### config.mk
export PLATFORM = sky130hd
export DESIGN_NAME = single_wire_master
export DESIGN_NICKNAME = d
export VERILOG_FILES = /design/src/single_wire_pkg.sv /design/src/single_wire_master.sv /design/src/sw_fifo.sv /design/src/sw_sync2.sv
export VERILOG_INCLUDE_DIRS = /design/src
export SDC_FILE = /design/constraint.sdc
export NUM_CORES = 1
export LEC_CHECK = 0
export ABC_AREA = 0
export CORE_UTILIZATION = 41
export DETAILED_ROUTE_END_ITERATION = 10
export DONT_BUFFER_PORTS = 1
export PLACE_DENSITY_LB_ADDON = 0.25
export RECOVER_POWER = 25
export SLEW_MARGIN = 20
export SYNTH_ARGS = -nofsm -noshare
export SYNTH_HDL_FRONTEND = slang
export SYNTH_HIERARCHICAL = 1
export SYNTH_SLANG_ARGS = --single-unit
### constraint.sdc
create_clock -name ref_clk -period 3.8 [get_ports ref_clk]
set_clock_uncertainty 0.05 [all_clocks]
set_input_delay 0.57 -clock ref_clk [delete_from_list [all_inputs] [get_ports ref_clk]]
set_output_delay 0.57 -clock ref_clk [all_outputs]
set_load 0.05 [all_outputs]
### src/single_wire_cfg.svh
`ifndef SINGLE_WIRE_CFG_SVH
`define SINGLE_WIRE_CFG_SVH

`define SW_CLK_MHZ         40
`define SW_CYC_UP(ns)      ((((ns) * `SW_CLK_MHZ) + 999) / 1000)

`define SW_PWRP_NS         1200000
`define SW_RSTL_STD_NS     480000
`define SW_RSTL_FAST_NS    70000
`define SW_RSTH_STD_NS     480000
`define SW_RSTH_FAST_NS    48000
`define SW_MSP_STD_NS      70000
`define SW_MSP_FAST_NS     9000
`define SW_W0L_STD_NS      60000
`define SW_W0L_FAST_NS     8000
`define SW_W1L_STD_NS      6000
`define SW_W1L_FAST_NS     1000
`define SW_MSR_STD_NS      13000
`define SW_MSR_FAST_NS     1750
`define SW_SLOT_STD_NS     70000
`define SW_SLOT_FAST_NS    12000
`define SW_REC_RST_NS      5000

`define SW_FAST_CMD        8'h3C
`define SW_FIFO_DEPTH      4

`endif

### src/single_wire_pkg.sv
`default_nettype none
package single_wire_pkg;

    typedef enum logic [1:0] {
        CMD_RESET,
        CMD_WRITE,
        CMD_READ
    } cmd_op_t;

    typedef struct packed {
        cmd_op_t    op;
        logic       longReset;
        logic [7:0] data;
    } cmd_t;

    typedef struct packed {
        logic       isPresence;
        logic [7:0] data;
    } result_t;

    typedef enum logic [3:0] {
        ST_POWERUP,
        ST_IDLE,
        ST_RECOVER,
        ST_RST_LOW,
        ST_RST_HIGH,
        ST_WAIT_HIGH,
        ST_SLOT,
        ST_PUSH
    } state_t;

endpackage : single_wire_pkg
`default_nettype wire

### src/single_wire_master.sv
// Summary of operation
// RQ1: bytes go out and come in least significant bit first.
// RQ2: after reset release wait the power-up delay before any bus activity.
// RQ3: line lows during the power-up wait are ignored.
// RQ4: line idles high; this block is the sole master.
// RQ5: between transactions the line is left released high.
// RQ6: the slave sorts lows by length into slots or resets.
// RQ7: every slot starts with a falling edge that this block drives.
// RQ8: standard zero bit holds the line low 60 to 120 us.
// RQ9: fast zero bit holds the line low 8 to 16 us.
// RQ10: standard one bit is low at least 5 us, released before 15 us.
// RQ11: fast one bit is low at least 1 us, released before 2 us.
// RQ12: standard read slot opens with a low of 5 to under 15 us.
// RQ13: fast read slot opens with a low of 1 to under 2 us.
// RQ14: standard read sampled after release, before 15 us from slot start.
// RQ15: fast read sampled before 2 us from slot start.
// RQ16: standard presence sampled 60 to 75 us after reset release.
// RQ17: fast presence sampled 8.5 to 10 us after reset release.
// RQ18: low times run from the driven fall to the release.
// RQ19: slave needs a holdoff after each rise before the next fall.
// RQ20: slot lengths keep bit rates under 15.4 and 125 kbps.
// RQ21: the slave returns its 64-bit number as eight read bytes.
// RQ22: a 480 us reset returns to standard speed; short fast reset keeps fast.
// RQ23: slave answers reset after a delay with a presence low.
// RQ24: byte 3Ch sent first after reset switches to fast timing.
// RQ25: slave answers one by not pulling, zero by holding low.
// RQ26: slave starts at standard speed and waits for a reset.
`include "single_wire_cfg.svh"
`timescale 1ns/1ps
`default_nettype none
module single_wire_master
    import single_wire_pkg::*;
#(
    parameter int POWERUP_CYC  = `SW_CYC_UP(`SW_PWRP_NS),
    parameter int RSTL_STD_CYC = `SW_CYC_UP(`SW_RSTL_STD_NS),
    parameter int RSTH_STD_CYC = `SW_CYC_UP(`SW_RSTH_STD_NS),
    parameter int FIFO_DEPTH   = `SW_FIFO_DEPTH
)
(
    input  wire logic    ref_clk,   // 40 MHz clock
    input  wire logic    arst_n,    // async reset, active low
    input  wire logic    clkEn,     // freezes all state while low
    input  wire logic    cmdValid,  // command offered
    output logic         cmdReady,  // command taken when both high
    input  wire cmd_t    cmdIn,     // command word
    output logic         resValid,  // result available
    input  wire logic    resReady,  // result consumed
    output result_t      resOut,    // presence or read byte
    input  wire logic    lineIn,    // bus level from pin
    output logic         lineOut,   // value driven, always low
    output logic         lineOe_n,  // low while pulling the bus
    output logic         fastSpeed, // fast timing in use
    output logic         busy       // transaction in progress
);
    localparam logic [15:0] RSTL_FAST = 16'(`SW_CYC_UP(`SW_RSTL_FAST_NS));
    localparam logic [15:0] RSTH_FAST = 16'(`SW_CYC_UP(`SW_RSTH_FAST_NS));
    localparam logic [15:0] MSP_STD   = 16'(`SW_CYC_UP(`SW_MSP_STD_NS));
    localparam logic [15:0] MSP_FAST  = 16'(`SW_CYC_UP(`SW_MSP_FAST_NS));
    localparam logic [15:0] W0L_STD   = 16'(`SW_CYC_UP(`SW_W0L_STD_NS));
    localparam logic [15:0] W0L_FAST  = 16'(`SW_CYC_UP(`SW_W0L_FAST_NS));
    localparam logic [15:0] W1L_STD   = 16'(`SW_CYC_UP(`SW_W1L_STD_NS));
    localparam logic [15:0] W1L_FAST  = 16'(`SW_CYC_UP(`SW_W1L_FAST_NS));
    localparam logic [15:0] MSR_STD   = 16'(`SW_CYC_UP(`SW_MSR_STD_NS));
    localparam logic [15:0] MSR_FAST  = 16'(`SW_CYC_UP(`SW_MSR_FAST_NS));
    localparam logic [15:0] SLOT_STD  = 16'(`SW_CYC_UP(`SW_SLOT_STD_NS));
    localparam logic [15:0] SLOT_FAST = 16'(`SW_CYC_UP(`SW_SLOT_FAST_NS));
    localparam logic [15:0] REC_RST   = 16'(`SW_CYC_UP(`SW_REC_RST_NS));
    localparam logic [15:0] PWR_LEN   = 16'(POWERUP_CYC);
    localparam logic [15:0] RSTL_STD  = 16'(RSTL_STD_CYC);
    localparam logic [15:0] RSTH_STD  = 16'(RSTH_STD_CYC);

    if (POWERUP_CYC < 1 || POWERUP_CYC > 65535 || RSTL_STD_CYC < 1
        || RSTL_STD_CYC > 65535 || RSTH_STD_CYC <= `SW_CYC_UP(`SW_MSP_STD_NS)
        || RSTH_STD_CYC > 65535)
    begin : g_bad_counts
        $error("single_wire_master counts out of the 16-bit timer range");
    end

    state_t      state_ff;
    state_t      nxt_state;
    logic [15:0] cnt_ff;
    logic [15:0] nxt_cnt;
    cmd_t        cmd_ff;
    cmd_t        nxt_cmd;
    logic [7:0]  shift_ff;
    logic [7:0]  nxt_shift;
    logic [2:0]  bitIdx_ff;
    logic [2:0]  nxt_bitIdx;
    logic        fast_ff;
    logic        nxt_fast;
    logic        firstByte_ff;
    logic        nxt_firstByte;
    logic        rstStd_ff;
    logic        nxt_rstStd;
    logic        pres_ff;
    logic        nxt_pres;
    result_t     res_ff;
    result_t     nxt_res;
    logic        drive_ff;
    logic        nxt_drive;
    logic        lineHigh;
    logic        fifoInValid;
    logic        fifoInReady;
    logic [15:0] rstLowLen;
    logic [15:0] rstHighLen;
    logic [15:0] mspPt;
    logic [15:0] msrPt;
    logic [15:0] slotLen;
    logic [15:0] lowLen;

    sw_sync2 u_sync
    (
        .ref_clk (ref_clk),
        .arst_n  (arst_n),
        .clkEn   (clkEn),
        .asyncIn (lineIn),
        .syncOut (lineHigh)
    );

    sw_fifo #(.WIDTH($bits(result_t)), .DEPTH(FIFO_DEPTH)) u_fifo
    (
        .ref_clk  (ref_clk),
        .arst_n   (arst_n),
        .clkEn    (clkEn),
        .inValid  (fifoInValid),
        .inReady  (fifoInReady),
        .inData   (res_ff),
        .outValid (resValid),
        .outReady (resReady),
        .outData  (resOut)
    );

    always_comb
    begin
        rstLowLen  = rstStd_ff ? RSTL_STD : RSTL_FAST;                   // [RQ22]
        rstHighLen = rstStd_ff ? RSTH_STD : RSTH_FAST;
        mspPt      = rstStd_ff ? MSP_STD : MSP_FAST;                     // [RQ16] [RQ17]
        msrPt      = fast_ff ? MSR_FAST : MSR_STD;                       // [RQ14] [RQ15]
        slotLen    = fast_ff ? SLOT_FAST : SLOT_STD;                     // [RQ20]
        cmdReady   = (state_ff == ST_IDLE);
        fifoInValid = (state_ff == ST_PUSH);
        busy       = (state_ff != ST_IDLE);
    end

    always_comb
    begin
        nxt_state     = state_ff;
        nxt_cnt       = cnt_ff + 16'h0001;
        nxt_cmd       = cmd_ff;
        nxt_shift     = shift_ff;
        nxt_bitIdx    = bitIdx_ff;
        nxt_fast      = fast_ff;
        nxt_firstByte = firstByte_ff;
        nxt_rstStd    = rstStd_ff;
        nxt_pres      = pres_ff;
        nxt_res       = res_ff;
        lowLen        = 16'h0000;
        case (state_ff)
            ST_POWERUP:
            begin
                // line is not looked at here: early presence lows are harmless
                if (cnt_ff == PWR_LEN - 16'h0001)                          // [RQ2] [RQ3]
                begin
                    nxt_state = ST_IDLE;
                    nxt_cnt   = 16'h0000;
                end
            end
            ST_IDLE:
            begin
                nxt_cnt = 16'h0000;
                if (cmdValid)
                begin
                    nxt_cmd    = cmdIn;
                    nxt_shift  = cmdIn.data;
                    nxt_bitIdx = 3'h0;
                    nxt_rstStd = cmdIn.longReset || !fast_ff;
                    nxt_state  = (cmdIn.op == CMD_RESET) ? ST_RECOVER : ST_WAIT_HIGH;
                end
            end
            ST_RECOVER:
            begin
                // released line must stay high a full recovery before the reset low
                if (!lineHigh)                                               // [RQ5] [RQ19]
                begin
                    nxt_cnt = 16'h0000;
                end
                else if (cnt_ff == REC_RST - 16'h0001)
                begin
                    nxt_state = ST_RST_LOW;
                    nxt_cnt   = 16'h0000;
                end
            end
            ST_RST_LOW:
            begin
                if (cnt_ff == rstLowLen - 16'h0001)                          // [RQ18]
                begin
                    nxt_state = ST_RST_HIGH;
                    nxt_cnt   = 16'h0000;
                    if (rstStd_ff)
                    begin
                        nxt_fast = 1'b0;                                     // [RQ22]
                    end
                end
            end
            ST_RST_HIGH:
            begin
                if (cnt_ff == mspPt)
                begin
                    nxt_pres = !lineHigh;                                    // [RQ23]
                end
                if (cnt_ff == rstHighLen - 16'h0001)
                begin
                    nxt_firstByte = 1'b1;                                    // [RQ26]
                    nxt_res       = '{isPresence: 1'b1, data: {7'h00, pres_ff}};
                    nxt_state     = ST_PUSH;
                end
            end
            ST_WAIT_HIGH:
            begin
                // a slave still holding low would swallow our falling edge
                nxt_cnt = 16'h0000;
                if (lineHigh)                                                // [RQ4] [RQ7]
                begin
                    nxt_state = ST_SLOT;
                end
            end
            ST_SLOT:
            begin
                if (cmd_ff.op == CMD_READ && cnt_ff == msrPt)
                begin
                    nxt_shift = {lineHigh, shift_ff[7:1]};                   // [RQ1] [RQ25]
                end
                if (cnt_ff == slotLen - 16'h0001)
                begin
                    nxt_bitIdx = bitIdx_ff + 3'h1;
                    nxt_cnt    = 16'h0000;
                    nxt_state  = ST_WAIT_HIGH;
                    if (cmd_ff.op == CMD_WRITE)
                    begin
                        nxt_shift = {1'b0, shift_ff[7:1]};                   // [RQ1]
                    end
                    if (bitIdx_ff == 3'h7)
                    begin
                        nxt_firstByte = 1'b0;
                        if (cmd_ff.op == CMD_WRITE)
                        begin
                            nxt_state = ST_IDLE;
                            if (firstByte_ff && cmd_ff.data == `SW_FAST_CMD)
                            begin
                                nxt_fast = 1'b1;                             // [RQ24]
                            end
                        end
                        else
                        begin
                            nxt_res   = '{isPresence: 1'b0, data: shift_ff}; // [RQ21]
                            nxt_state = ST_PUSH;
                        end
                    end
                end
            end
            ST_PUSH:
            begin
                // full result buffer stalls the bus between slots, never inside one
                nxt_cnt = 16'h0000;
                if (fifoInReady)
                begin
                    nxt_state = ST_IDLE;
                end
            end
            default:
            begin
                nxt_state = ST_IDLE;
                nxt_cnt   = 16'h0000;
            end
        endcase
        if (!clkEn)
        begin
            nxt_state     = state_ff;
            nxt_cnt       = cnt_ff;
            nxt_cmd       = cmd_ff;
            nxt_shift     = shift_ff;
            nxt_bitIdx    = bitIdx_ff;
            nxt_fast      = fast_ff;
            nxt_firstByte = firstByte_ff;
            nxt_rstStd    = rstStd_ff;
            nxt_pres      = pres_ff;
            nxt_res       = res_ff;
        end
        if (nxt_cmd.op == CMD_WRITE && !nxt_shift[0])
        begin
            lowLen = nxt_fast ? W0L_FAST : W0L_STD;                          // [RQ8] [RQ9]
        end
        else
        begin
            lowLen = nxt_fast ? W1L_FAST : W1L_STD;                          // [RQ10] [RQ11] [RQ12] [RQ13]
        end
        nxt_drive = (nxt_state == ST_RST_LOW)
                 || (nxt_state == ST_SLOT && nxt_cnt < lowLen);              // [RQ7] [RQ18]
    end

    always_ff @(posedge ref_clk or negedge arst_n)
    begin
        if (!arst_n)
        begin
            state_ff     <= ST_POWERUP;
            cnt_ff       <= 16'h0000;
            cmd_ff       <= '{op: CMD_RESET, longReset: 1'b1, data: 8'h00};
            shift_ff     <= 8'h00;
            bitIdx_ff    <= 3'h0;
            fast_ff      <= 1'b0;
            firstByte_ff <= 1'b0;
            rstStd_ff    <= 1'b1;
            pres_ff      <= 1'b0;
            res_ff       <= '{isPresence: 1'b0, data: 8'h00};
            drive_ff     <= 1'b0;
        end
        else
        begin
            state_ff     <= nxt_state;
            cnt_ff       <= nxt_cnt;
            cmd_ff       <= nxt_cmd;
            shift_ff     <= nxt_shift;
            bitIdx_ff    <= nxt_bitIdx;
            fast_ff      <= nxt_fast;
            firstByte_ff <= nxt_firstByte;
            rstStd_ff    <= nxt_rstStd;
            pres_ff      <= nxt_pres;
            res_ff       <= nxt_res;
            drive_ff     <= nxt_drive;
        end
    end

    assign lineOut   = 1'b0;
    assign lineOe_n  = !drive_ff;
    assign fastSpeed = fast_ff;

    a_quiet_powerup: assert property (@(posedge ref_clk) disable iff (!arst_n) // [RQ2]
        state_ff == ST_POWERUP |-> lineOe_n && !cmdReady)
        else $error("bus touched during power-up wait");

    a_drive_states: assert property (@(posedge ref_clk) disable iff (!arst_n) // [RQ7]
        !lineOe_n |-> (state_ff == ST_RST_LOW || state_ff == ST_SLOT))
        else $error("line pulled outside reset or slot");

    a_slot_low_len: assert property (@(posedge ref_clk) disable iff (!arst_n) // [RQ8]
        state_ff == ST_SLOT && cmd_ff.op == CMD_WRITE && !shift_ff[0] && !fast_ff
        |-> (!lineOe_n == (cnt_ff < W0L_STD)))
        else $error("standard zero low length wrong");

    a_one_release: assert property (@(posedge ref_clk) disable iff (!arst_n) // [RQ10]
        state_ff == ST_SLOT && !(cmd_ff.op == CMD_WRITE && !shift_ff[0])
        |-> (!lineOe_n == (cnt_ff < (fast_ff ? W1L_FAST : W1L_STD))))
        else $error("one or read low length wrong");

    a_sample_released: assert property (@(posedge ref_clk) disable iff (!arst_n) // [RQ14]
        state_ff == ST_SLOT && cmd_ff.op == CMD_READ && cnt_ff == msrPt
        |-> lineOe_n && $past(lineOe_n, 2))
        else $error("read sampled while still driving");

    a_reset_length: assert property (@(posedge ref_clk) disable iff (!arst_n) // [RQ22]
        $rose(lineOe_n) && $past(state_ff) == ST_RST_LOW
        |-> $past(cnt_ff) == rstLowLen - 16'h0001)
        else $error("reset low length wrong");

    a_fast_clear: assert property (@(posedge ref_clk) disable iff (!arst_n) // [RQ22]
        $fell(fast_ff) |-> $past(state_ff) == ST_RST_LOW && rstStd_ff)
        else $error("fast speed left without long reset");

    a_fast_set: assert property (@(posedge ref_clk) disable iff (!arst_n) // [RQ24]
        $rose(fast_ff) |-> $past(firstByte_ff) && $past(cmd_ff.data) == `SW_FAST_CMD)
        else $error("fast speed entered without the switch byte");

    a_start_high: assert property (@(posedge ref_clk) disable iff (!arst_n) // [RQ4]
        $rose(state_ff == ST_SLOT) |-> $past(lineHigh) ##1 !lineOe_n[*1])
        else $error("slot started on a low line");

    a_push_stall: assert property (@(posedge ref_clk) disable iff (!arst_n) // [RQ21]
        state_ff == ST_PUSH && !fifoInReady |=> state_ff == ST_PUSH && lineOe_n)
        else $error("result dropped under back-pressure");
endmodule : single_wire_master
`default_nettype wire

### src/sw_fifo.sv
`timescale 1ns/1ps
`default_nettype none
module sw_fifo
#(
    parameter int WIDTH = 9,
    parameter int DEPTH = 4
)
(
    input  wire logic             ref_clk,  // clock
    input  wire logic             arst_n,   // async reset
    input  wire logic             clkEn,    // clock enable
    input  wire logic             inValid,  // write request
    output logic                  inReady,  // not full
    input  wire logic [WIDTH-1:0] inData,   // write word
    output logic                  outValid, // not empty
    input  wire logic             outReady, // read accept
    output logic      [WIDTH-1:0] outData   // head word
);
    localparam int AW = (DEPTH > 1) ? $clog2(DEPTH) : 1;

    if (DEPTH < 2 || (DEPTH & (DEPTH - 1)) != 0)
    begin : g_bad_depth
        $error("sw_fifo depth must be a power of two of at least 2");
    end

    logic [WIDTH-1:0] mem_ff [DEPTH];
    logic [AW-1:0]    wrPtr_ff;
    logic [AW-1:0]    rdPtr_ff;
    logic [AW:0]      count_ff;
    logic [AW-1:0]    nxt_wrPtr;
    logic [AW-1:0]    nxt_rdPtr;
    logic [AW:0]      nxt_count;
    logic             doWr;
    logic             doRd;

    always_comb
    begin
        inReady   = (count_ff != (AW+1)'(DEPTH));
        outValid  = (count_ff != '0);
        doWr      = clkEn && inValid && inReady;
        doRd      = clkEn && outValid && outReady;
        nxt_wrPtr = doWr ? wrPtr_ff + 1'b1 : wrPtr_ff;
        nxt_rdPtr = doRd ? rdPtr_ff + 1'b1 : rdPtr_ff;
        nxt_count = count_ff + (AW+1)'(doWr) - (AW+1)'(doRd);
    end

    always_ff @(posedge ref_clk or negedge arst_n)
    begin
        if (!arst_n)
        begin
            wrPtr_ff <= '0;
            rdPtr_ff <= '0;
            count_ff <= '0;
        end
        else
        begin
            wrPtr_ff <= nxt_wrPtr;
            rdPtr_ff <= nxt_rdPtr;
            count_ff <= nxt_count;
        end
    end

    // storage needs no reset; reads are gated by outValid
    always_ff @(posedge ref_clk)
    begin
        if (doWr)
        begin
            mem_ff[wrPtr_ff] <= inData;
        end
    end

    assign outData = mem_ff[rdPtr_ff];
endmodule : sw_fifo
`default_nettype wire

### src/sw_sync2.sv
`timescale 1ns/1ps
`default_nettype none
module sw_sync2
(
    input  wire logic ref_clk,  // clock
    input  wire logic arst_n,   // async reset
    input  wire logic clkEn,    // clock enable
    input  wire logic asyncIn,  // raw pin level
    output logic      syncOut   // synchronised level
);
    logic stage1_ff;
    logic stage2_ff;
    logic nxt_stage1;
    logic nxt_stage2;

    always_comb
    begin
        nxt_stage1 = clkEn ? asyncIn : stage1_ff;
        nxt_stage2 = clkEn ? stage1_ff : stage2_ff;
    end

    // idle bus is high, so reset to high
    always_ff @(posedge ref_clk or negedge arst_n)
    begin
        if (!arst_n)
        begin
            stage1_ff <= 1'b1;
            stage2_ff <= 1'b1;
        end
        else
        begin
            stage1_ff <= nxt_stage1;
            stage2_ff <= nxt_stage2;
        end
    end

    assign syncOut = stage2_ff;
endmodule : sw_sync2
`default_nettype wire
### After elaboration in Yosys (flattened, before gate mapping)

Memories as Yosys holds them, arrays and structs flattened.
Cells that the tools add are included.

| cells by class | value |
|---|---|
| $add $sub $neg | 9 |
| magnitude comparators | 1 |
| eq/ne operators | 28 |
| muxes and demuxes | 60 |
| reductions and logical operators | 25 |

Operator list:

| cell | count |
|---|---|
| 2-to-1 mux 16 bit | 6 |
| case mux 16 bit (5 select lines) | 1 |
| equality test 16 bit | 3 |
| 2-to-1 mux 12 bit | 4 |
| 2-to-1 mux 4 bit | 10 |
| 2-to-1 mux 8 bit | 5 |
| 2-to-1 mux 9 bit | 4 |
| 2-to-1 mux 11 bit | 3 |
| case mux 4 bit (8 select lines) | 1 |
| subtractor 15 x 1 -> 16 bit, second input constant | 2 |
| 2-to-1 mux 15 bit | 2 |
| equality test 4 x 3 -> 1 bit, second input constant | 5 |
| case mux 9 bit (2 select lines) | 1 |
| adder 16 x 1 -> 16 bit, second input constant | 1 |
| equality test 16 x 10 -> 1 bit | 1 |
| equality test 16 x 12 -> 1 bit | 1 |
| equality test 16 bit, second input constant | 1 |
| equality test 16 x 8 -> 1 bit, second input constant | 1 |
| < comparator 16 bit | 1 |
| case mux 8 bit (2 select lines) | 1 |
| 2-to-1 mux 3 bit | 5 |
| 2-to-1 mux 1 bit | 13 |
| subtractor 12 x 1 -> 13 bit, second input constant | 1 |
| equality test 4 x 2 -> 1 bit, second input constant | 3 |
| 26 further kinds | 47 |

| storage, ports and cells | value |
|---|---|
| bits in registers | 65 |
| memory bits (writable) | 36 |
| bits of input ports | 17 |
| output and inout port bits | 15 |
| memories kept | 1 |

Memory list:

| memory | words | bits a word | read ports | clocked after Yosys merged registers in | wr ports | RTL line | text |
|---|---|---|---|---|---|---|---|
| u_fifo.mem_ff | 4 | 9 | 1 | 0 | 1 | sw_fifo.sv:26 | `logic [WIDTH-1:0] mem_ff [DEPTH];` |

### Logic depth before layout (Yosys ltp)

| logic depth | value |
|---|---|
| word-level depth | 14 |
| gate-level depth with buffers | 16 |

### By module

Netlist, hierarchy kept.

Modules (own cells, without submodules):

| module | instances | cells each | area an instance (µm²) | seq. area each (µm²) |
|---|---|---|---|---|
| single_wire_master | 1 | 392 | 3,429.5 | 1,377.6 |
| sw_fifo | 1 | 84 | 1,741.7 | 1,256.2 |
| sw_sync2 | 1 | 4 | 75.1 | 52.6 |

### Least setup slack after synthesis

OpenSTA, ideal clock, no wires.

| timing | value |
|---|---|
| path kind | register to register |
| start | reg state_ff[2] |
| end | reg drive_ff |
| arrival time | 5.290 ns |
| slack | -1.636 ns |
| cell stages (with the launch flop) | 14 |
| path buffers | 2 |
| cells stage by stage | dfrtp_1 clkbuf_1 nor4b_1 and2_1 clkbuf_1 o21ai_1 a22oi_1 mux2i_1 nor3_1 nand2_1 ha_1 or4b_2 or4_1 o31ai_1 |

| between the ends | value |
|---|---|
| longest elaborated chain between the ends | 9 |
| elaborated cells on any way between the ends | 38 |
| classes of those cells | order compare (1); eq/ne (10); mux (22); reduce/logical (5) |

Ends and longest elaborated chain:

| element | RTL line | text |
|---|---|---|
| start, declared | single_wire_master.sv:79 | `state_t state_ff;` |
| start signal, assigned | single_wire_master.sv:319 | `state_ff <= nxt_state;` |
| equality test 4 x 1 -> 1 bit | n/a |  |
| via cmdReady | single_wire_master.sv:44 | `output logic cmdReady,` |
| case mux 8 bit (2 select lines) | single_wire_master.sv:158 | `case (state_ff)` |
| 2-to-1 mux 1 bit | single_wire_master.sv:276 | `if (!clkEn)` |
| via nxt_shift[0] | single_wire_master.sv:86 | `logic [7:0] nxt_shift;` |
| logical NOT 1 bit | single_wire_master.sv:289 | `if (nxt_cmd.op == CMD_WRITE && !nxt_shift[0])` |
| logical AND 1 bit | single_wire_master.sv:289 |  |
| 2-to-1 mux 12 bit | single_wire_master.sv:289 |  |
| < comparator 16 bit | single_wire_master.sv:298 | `\|\| (nxt_state == ST_SLOT && nxt_cnt < lowLen);` |
| logical AND 1 bit | single_wire_master.sv:298 |  |
| logical OR 1 bit | single_wire_master.sv:298 |  |
| via nxt_drive | single_wire_master.sv:100 | `logic nxt_drive;` |
| end signal, assigned | single_wire_master.sv:329 | `drive_ff <= nxt_drive;` |
| end, declared | single_wire_master.sv:99 | `logic drive_ff;` |

The timed path passes the listed nets, and every way through them passes these cells.
A chain may end at the register's enable or synchronous reset.

### Worst setup path in the final report

| timing | value |
|---|---|
| start | reg cnt_ff[1] |
| end | reg drive_ff |

| between the ends | value |
|---|---|
| elaborated cells on any way between the ends | 42 |
| classes of those cells | add/sub (1); order compare (1); eq/ne (8); mux (27); reduce/logical (5) |

RTL lines:

| element | RTL line | text |
|---|---|---|
| start, declared | single_wire_master.sv:81 | `logic [15:0] cnt_ff;` |
| start signal, assigned | single_wire_master.sv:320 | `cnt_ff <= nxt_cnt;` |
| adder 16 x 1 -> 16 bit / equality test 16 x 8 -> 1 bit (equally long branches) | single_wire_master.sv:148, single_wire_master.sv:187 |  |
| 2-to-1 mux 16 bit | single_wire_master.sv:187 | `else if (cnt_ff == REC_RST - 16'h0001)` |
| 2-to-1 mux 16 bit | single_wire_master.sv:183 | `if (!lineHigh)` |
| case mux 16 bit (5 select lines) (*) | single_wire_master.sv:158 |  |
| 2-to-1 mux 16 bit (*) | single_wire_master.sv:276 |  |
| via nxt_cnt[11] | single_wire_master.sv:82 | `logic [15:0] nxt_cnt;` |
| < comparator 16 bit (*) | single_wire_master.sv:298 |  |
| logical AND 1 bit (*) | single_wire_master.sv:298 |  |
| logical OR 1 bit (*) | single_wire_master.sv:298 |  |
| via nxt_drive | single_wire_master.sv:100 |  |

Mark *: on every way through the listed nets, which the timed path passes. The rest lies on a longest branch.

==> run metrics <==
Clock Power Share 27.6%; fin crit share 95.43%; Non-Filler Instances 664; CP bufs+invs 0; Root Buffer clkbuf_16; drt pass-1 iters 5; CORE AREA 0.01226 sq mm; VDD IR max 231.6 uV; initial antenna violation count 0; number of buffers created by CTS 9; failing checks max-capacitance violations, max-slew violations; IO Port Bufs 0; EDFF count, synth 36; HPWL after detailed placement 8513 microns; fin area 0.005889 sq mm; pin count of the biggest net entering global routing 62; Worst Path Arrival 3.84 ns; R2R setup slack 0.17 ns; Die Height 115.1 microns; Setup Viol. Count Final 0; final-layout fill cell count 1130; dpl cell area 0.005544 sq mm; final wirelength 11900 microns; DRC 0; startpoint types flip-flop; # IOs 32; nets@finish 525; antenna viol nets, final 0; htree depth 3; Max Root-Sink Buffers 2; global-route wire length before repair 19710 microns; Setup TNS Final 0 ns; Main synth FF type dfrtp_1; post-synth top area share 29.10%; Worst Max-Slew Pin Slew 2.714 ns; Die Span X 115.1 microns; CTS sink count 100; NetSw 1.183 mW; Worst EP required 4.01 ns; Avg WL per Cell 17.92 microns; Top Family by Delay on Critical Path simple AND/OR/NAND/NOR gates; final worst setup slack 0.1736 ns; synth warn 6; sequential share of power 44.3%; syn avg cell area 10.93 sq um; WS Path Type reg -> reg; outcome finished with violations; Reg clk slew, reported paths 0.07 ns; number of DRC markers in iteration 0 268; Area Growth Syn to Fin 12.26%; max-cap viol count 1; layout cells sized above 1 17.54%; DP Worst Slack 0.1648 ns; GRT Residual Overflow 0; combinational power share 28.1%; RSZ-0062 raised after global routing false; Achievable Freq 275.8 MHz; Tmin final 3.626 ns; n_diodes 0; Fin. Hold Viols 0; Post-synth ARST share 64.00%; clock latency on the worst-skew pair 0.35 ns; most common cell in the netlist dfrtp_1; Yosys reg bits 100; crit-path cells ha_2 -> nand3_2 -> or3_4 -> o21a_1 -> o41ai_4 -> o21ai_1 -> nand2_1 -> o21ai_1 -> ha_2 -> or4b_4 -> or4_1 -> o31ai_1; total power 3.352 mW; via count 3759; initial core utilization 42.79%; row cnt 40; syn nets 514; CTS tree yes; synth cell count leaders 61 x dfrtp_1, 36 x edfxtp_1, 36 x nand2_1; Slew HR -80.92%; Worst Hold Class in -> reg; # placed instances 644; Yosys top cell by area dfrtp_1; Critical-path top delay cell or4b_4; Area contributors post-synth dfrtp_1 29%, edfxtp_1 21%, mux4_2 3.9%; fin util 48.03%; Crit Path Max Fanout 6; sequential cell area fraction in the yosys report 51.20%; max-slew violations 62; RD Place Congestion 0.8983; Total GRT Usage 19.76%; leakage power total 2.316 nW; Cell variety after synth 70; switching share of power 35.28%; vias in the first global route 3676; Internal Power 2.170 mW; Mapped Cells 480; Die ar. 0.01325 sq mm; mapped cell area 0.005246 sq mm; Vias per Instance 5.661; Fin Hold WS 0.2416 ns; Pwr Density 569.2 mW/mm^2; crit end category flip-flop; Critical Path Max Stage Delay 0.52 ns
-- cells in the final DEF (no fill, tap or decap), types with 12 or more instances in the layout --
cell type,synthesis,routed
dfrtp_1,61,59
buf_4,2,23
nor3_1,13,12
inv_1,33,33
nor2_1,28,27
edfxtp_1,36,36
o21ai_0,30,28
nand3_1,20,19
nand2_1,36,36
ha_1,16,14
-- worst reg2reg max path: cells and delay by family (launching register included) --
kind                     cells  cell delay [ns]
flip-flops                   1             0.41
adder cells (fa/ha/maj)      2             0.41
AND/OR/NAND/NOR              5             1.66
AO/OA/AOI/OAI                5             1.00
-- metal layers --
layer	part of all wire [%]	track usage, %	wire (microns)	vias to the layer above
met5	0	0	0	-
met2	47	31.00	5558	97
met1	48	27.31	5684	1868
li1	-	-	-	1778
met3	4.1	4.323	483	16
met4	1.4	6.320	172	0
-- power groups by stage --
stage	clock network (mW)	registers [mW]	logic, mW
global route	0.984	1.51	1.05
CTS	0.947	1.49	0.938
global placement	0	1.51	0.891
finish	0.925	1.49	0.940
floorplan	0	1.40	0.810
detailed placement	0	1.51	0.915
-- final timing paths --
kind / endpoint / cells past startpoint / from
worst max-delay path: drive_ff / 12 / cnt_ff[1]
worst min-delay path: state_ff[3] / 1 / clkEn
worst max register to register: drive_ff / 12 / cnt_ff[1]
worst min register to register: cmd_ff[5] / 1 / cmd_ff[5]
max in group asynchronous: cnt_ff[1] / 1 / arst_n
min in group asynchronous: u_sync/syncOut / 1 / arst_n
-- flip-flops by register name (all words and copies together), names as in the netlist, 2 cells and up --
signal	count
u_fifo/count_ff	3
shift_ff	8
bitIdx_ff	3
cmd_ff	10
cnt_ff	16
u_fifo/mem_ff	36
u_fifo/rdPtr_ff	2
u_fifo/wrPtr_ff	2
state_ff	4
res_ff	9
-- cells by family (layout without fill, tap and decap cells) --
group | after synthesis | count (layout) | synth area share [%]
buf+inv | 58 | 74 | 4.579
mux | 28 | 28 | 7.846
other cells | 1 | 1 | 0.07148
compound gates | 102 | 102 | 13.88
simple gates | 164 | 164 | 16.55
fa+ha+maj | 17 | 17 | 4.197
flops | 100 | 100 | 51.20
xor+xnor | 10 | 10 | 1.670
-- layout make-up --
type / instances / area [sq um] / area share, %
Sequential cell: 100 / 2689 / 45.66
Multi-Input combinational cell: 322 / 2365 / 40.15
Clock buffer: 10 / 239.0 / 4.058
Tap cell: 168 / 210.2 / 3.569
Timing Repair Buffer: 25 / 195.2 / 3.314
Inverter: 33 / 123.9 / 2.103
Clock inverter: 6 / 67.56 / 1.147
-- timing repair --
action / 4_1_cts / 5_1_grt
setup buffers: 0 / 2
resized for setup: 0 / 1
hold endpoints to repair: 61 / 0
hold buffers: 2 / 0
setup endpoints to repair: 0 / 1
No activity file was read; power rests on OpenSTA's default activity.
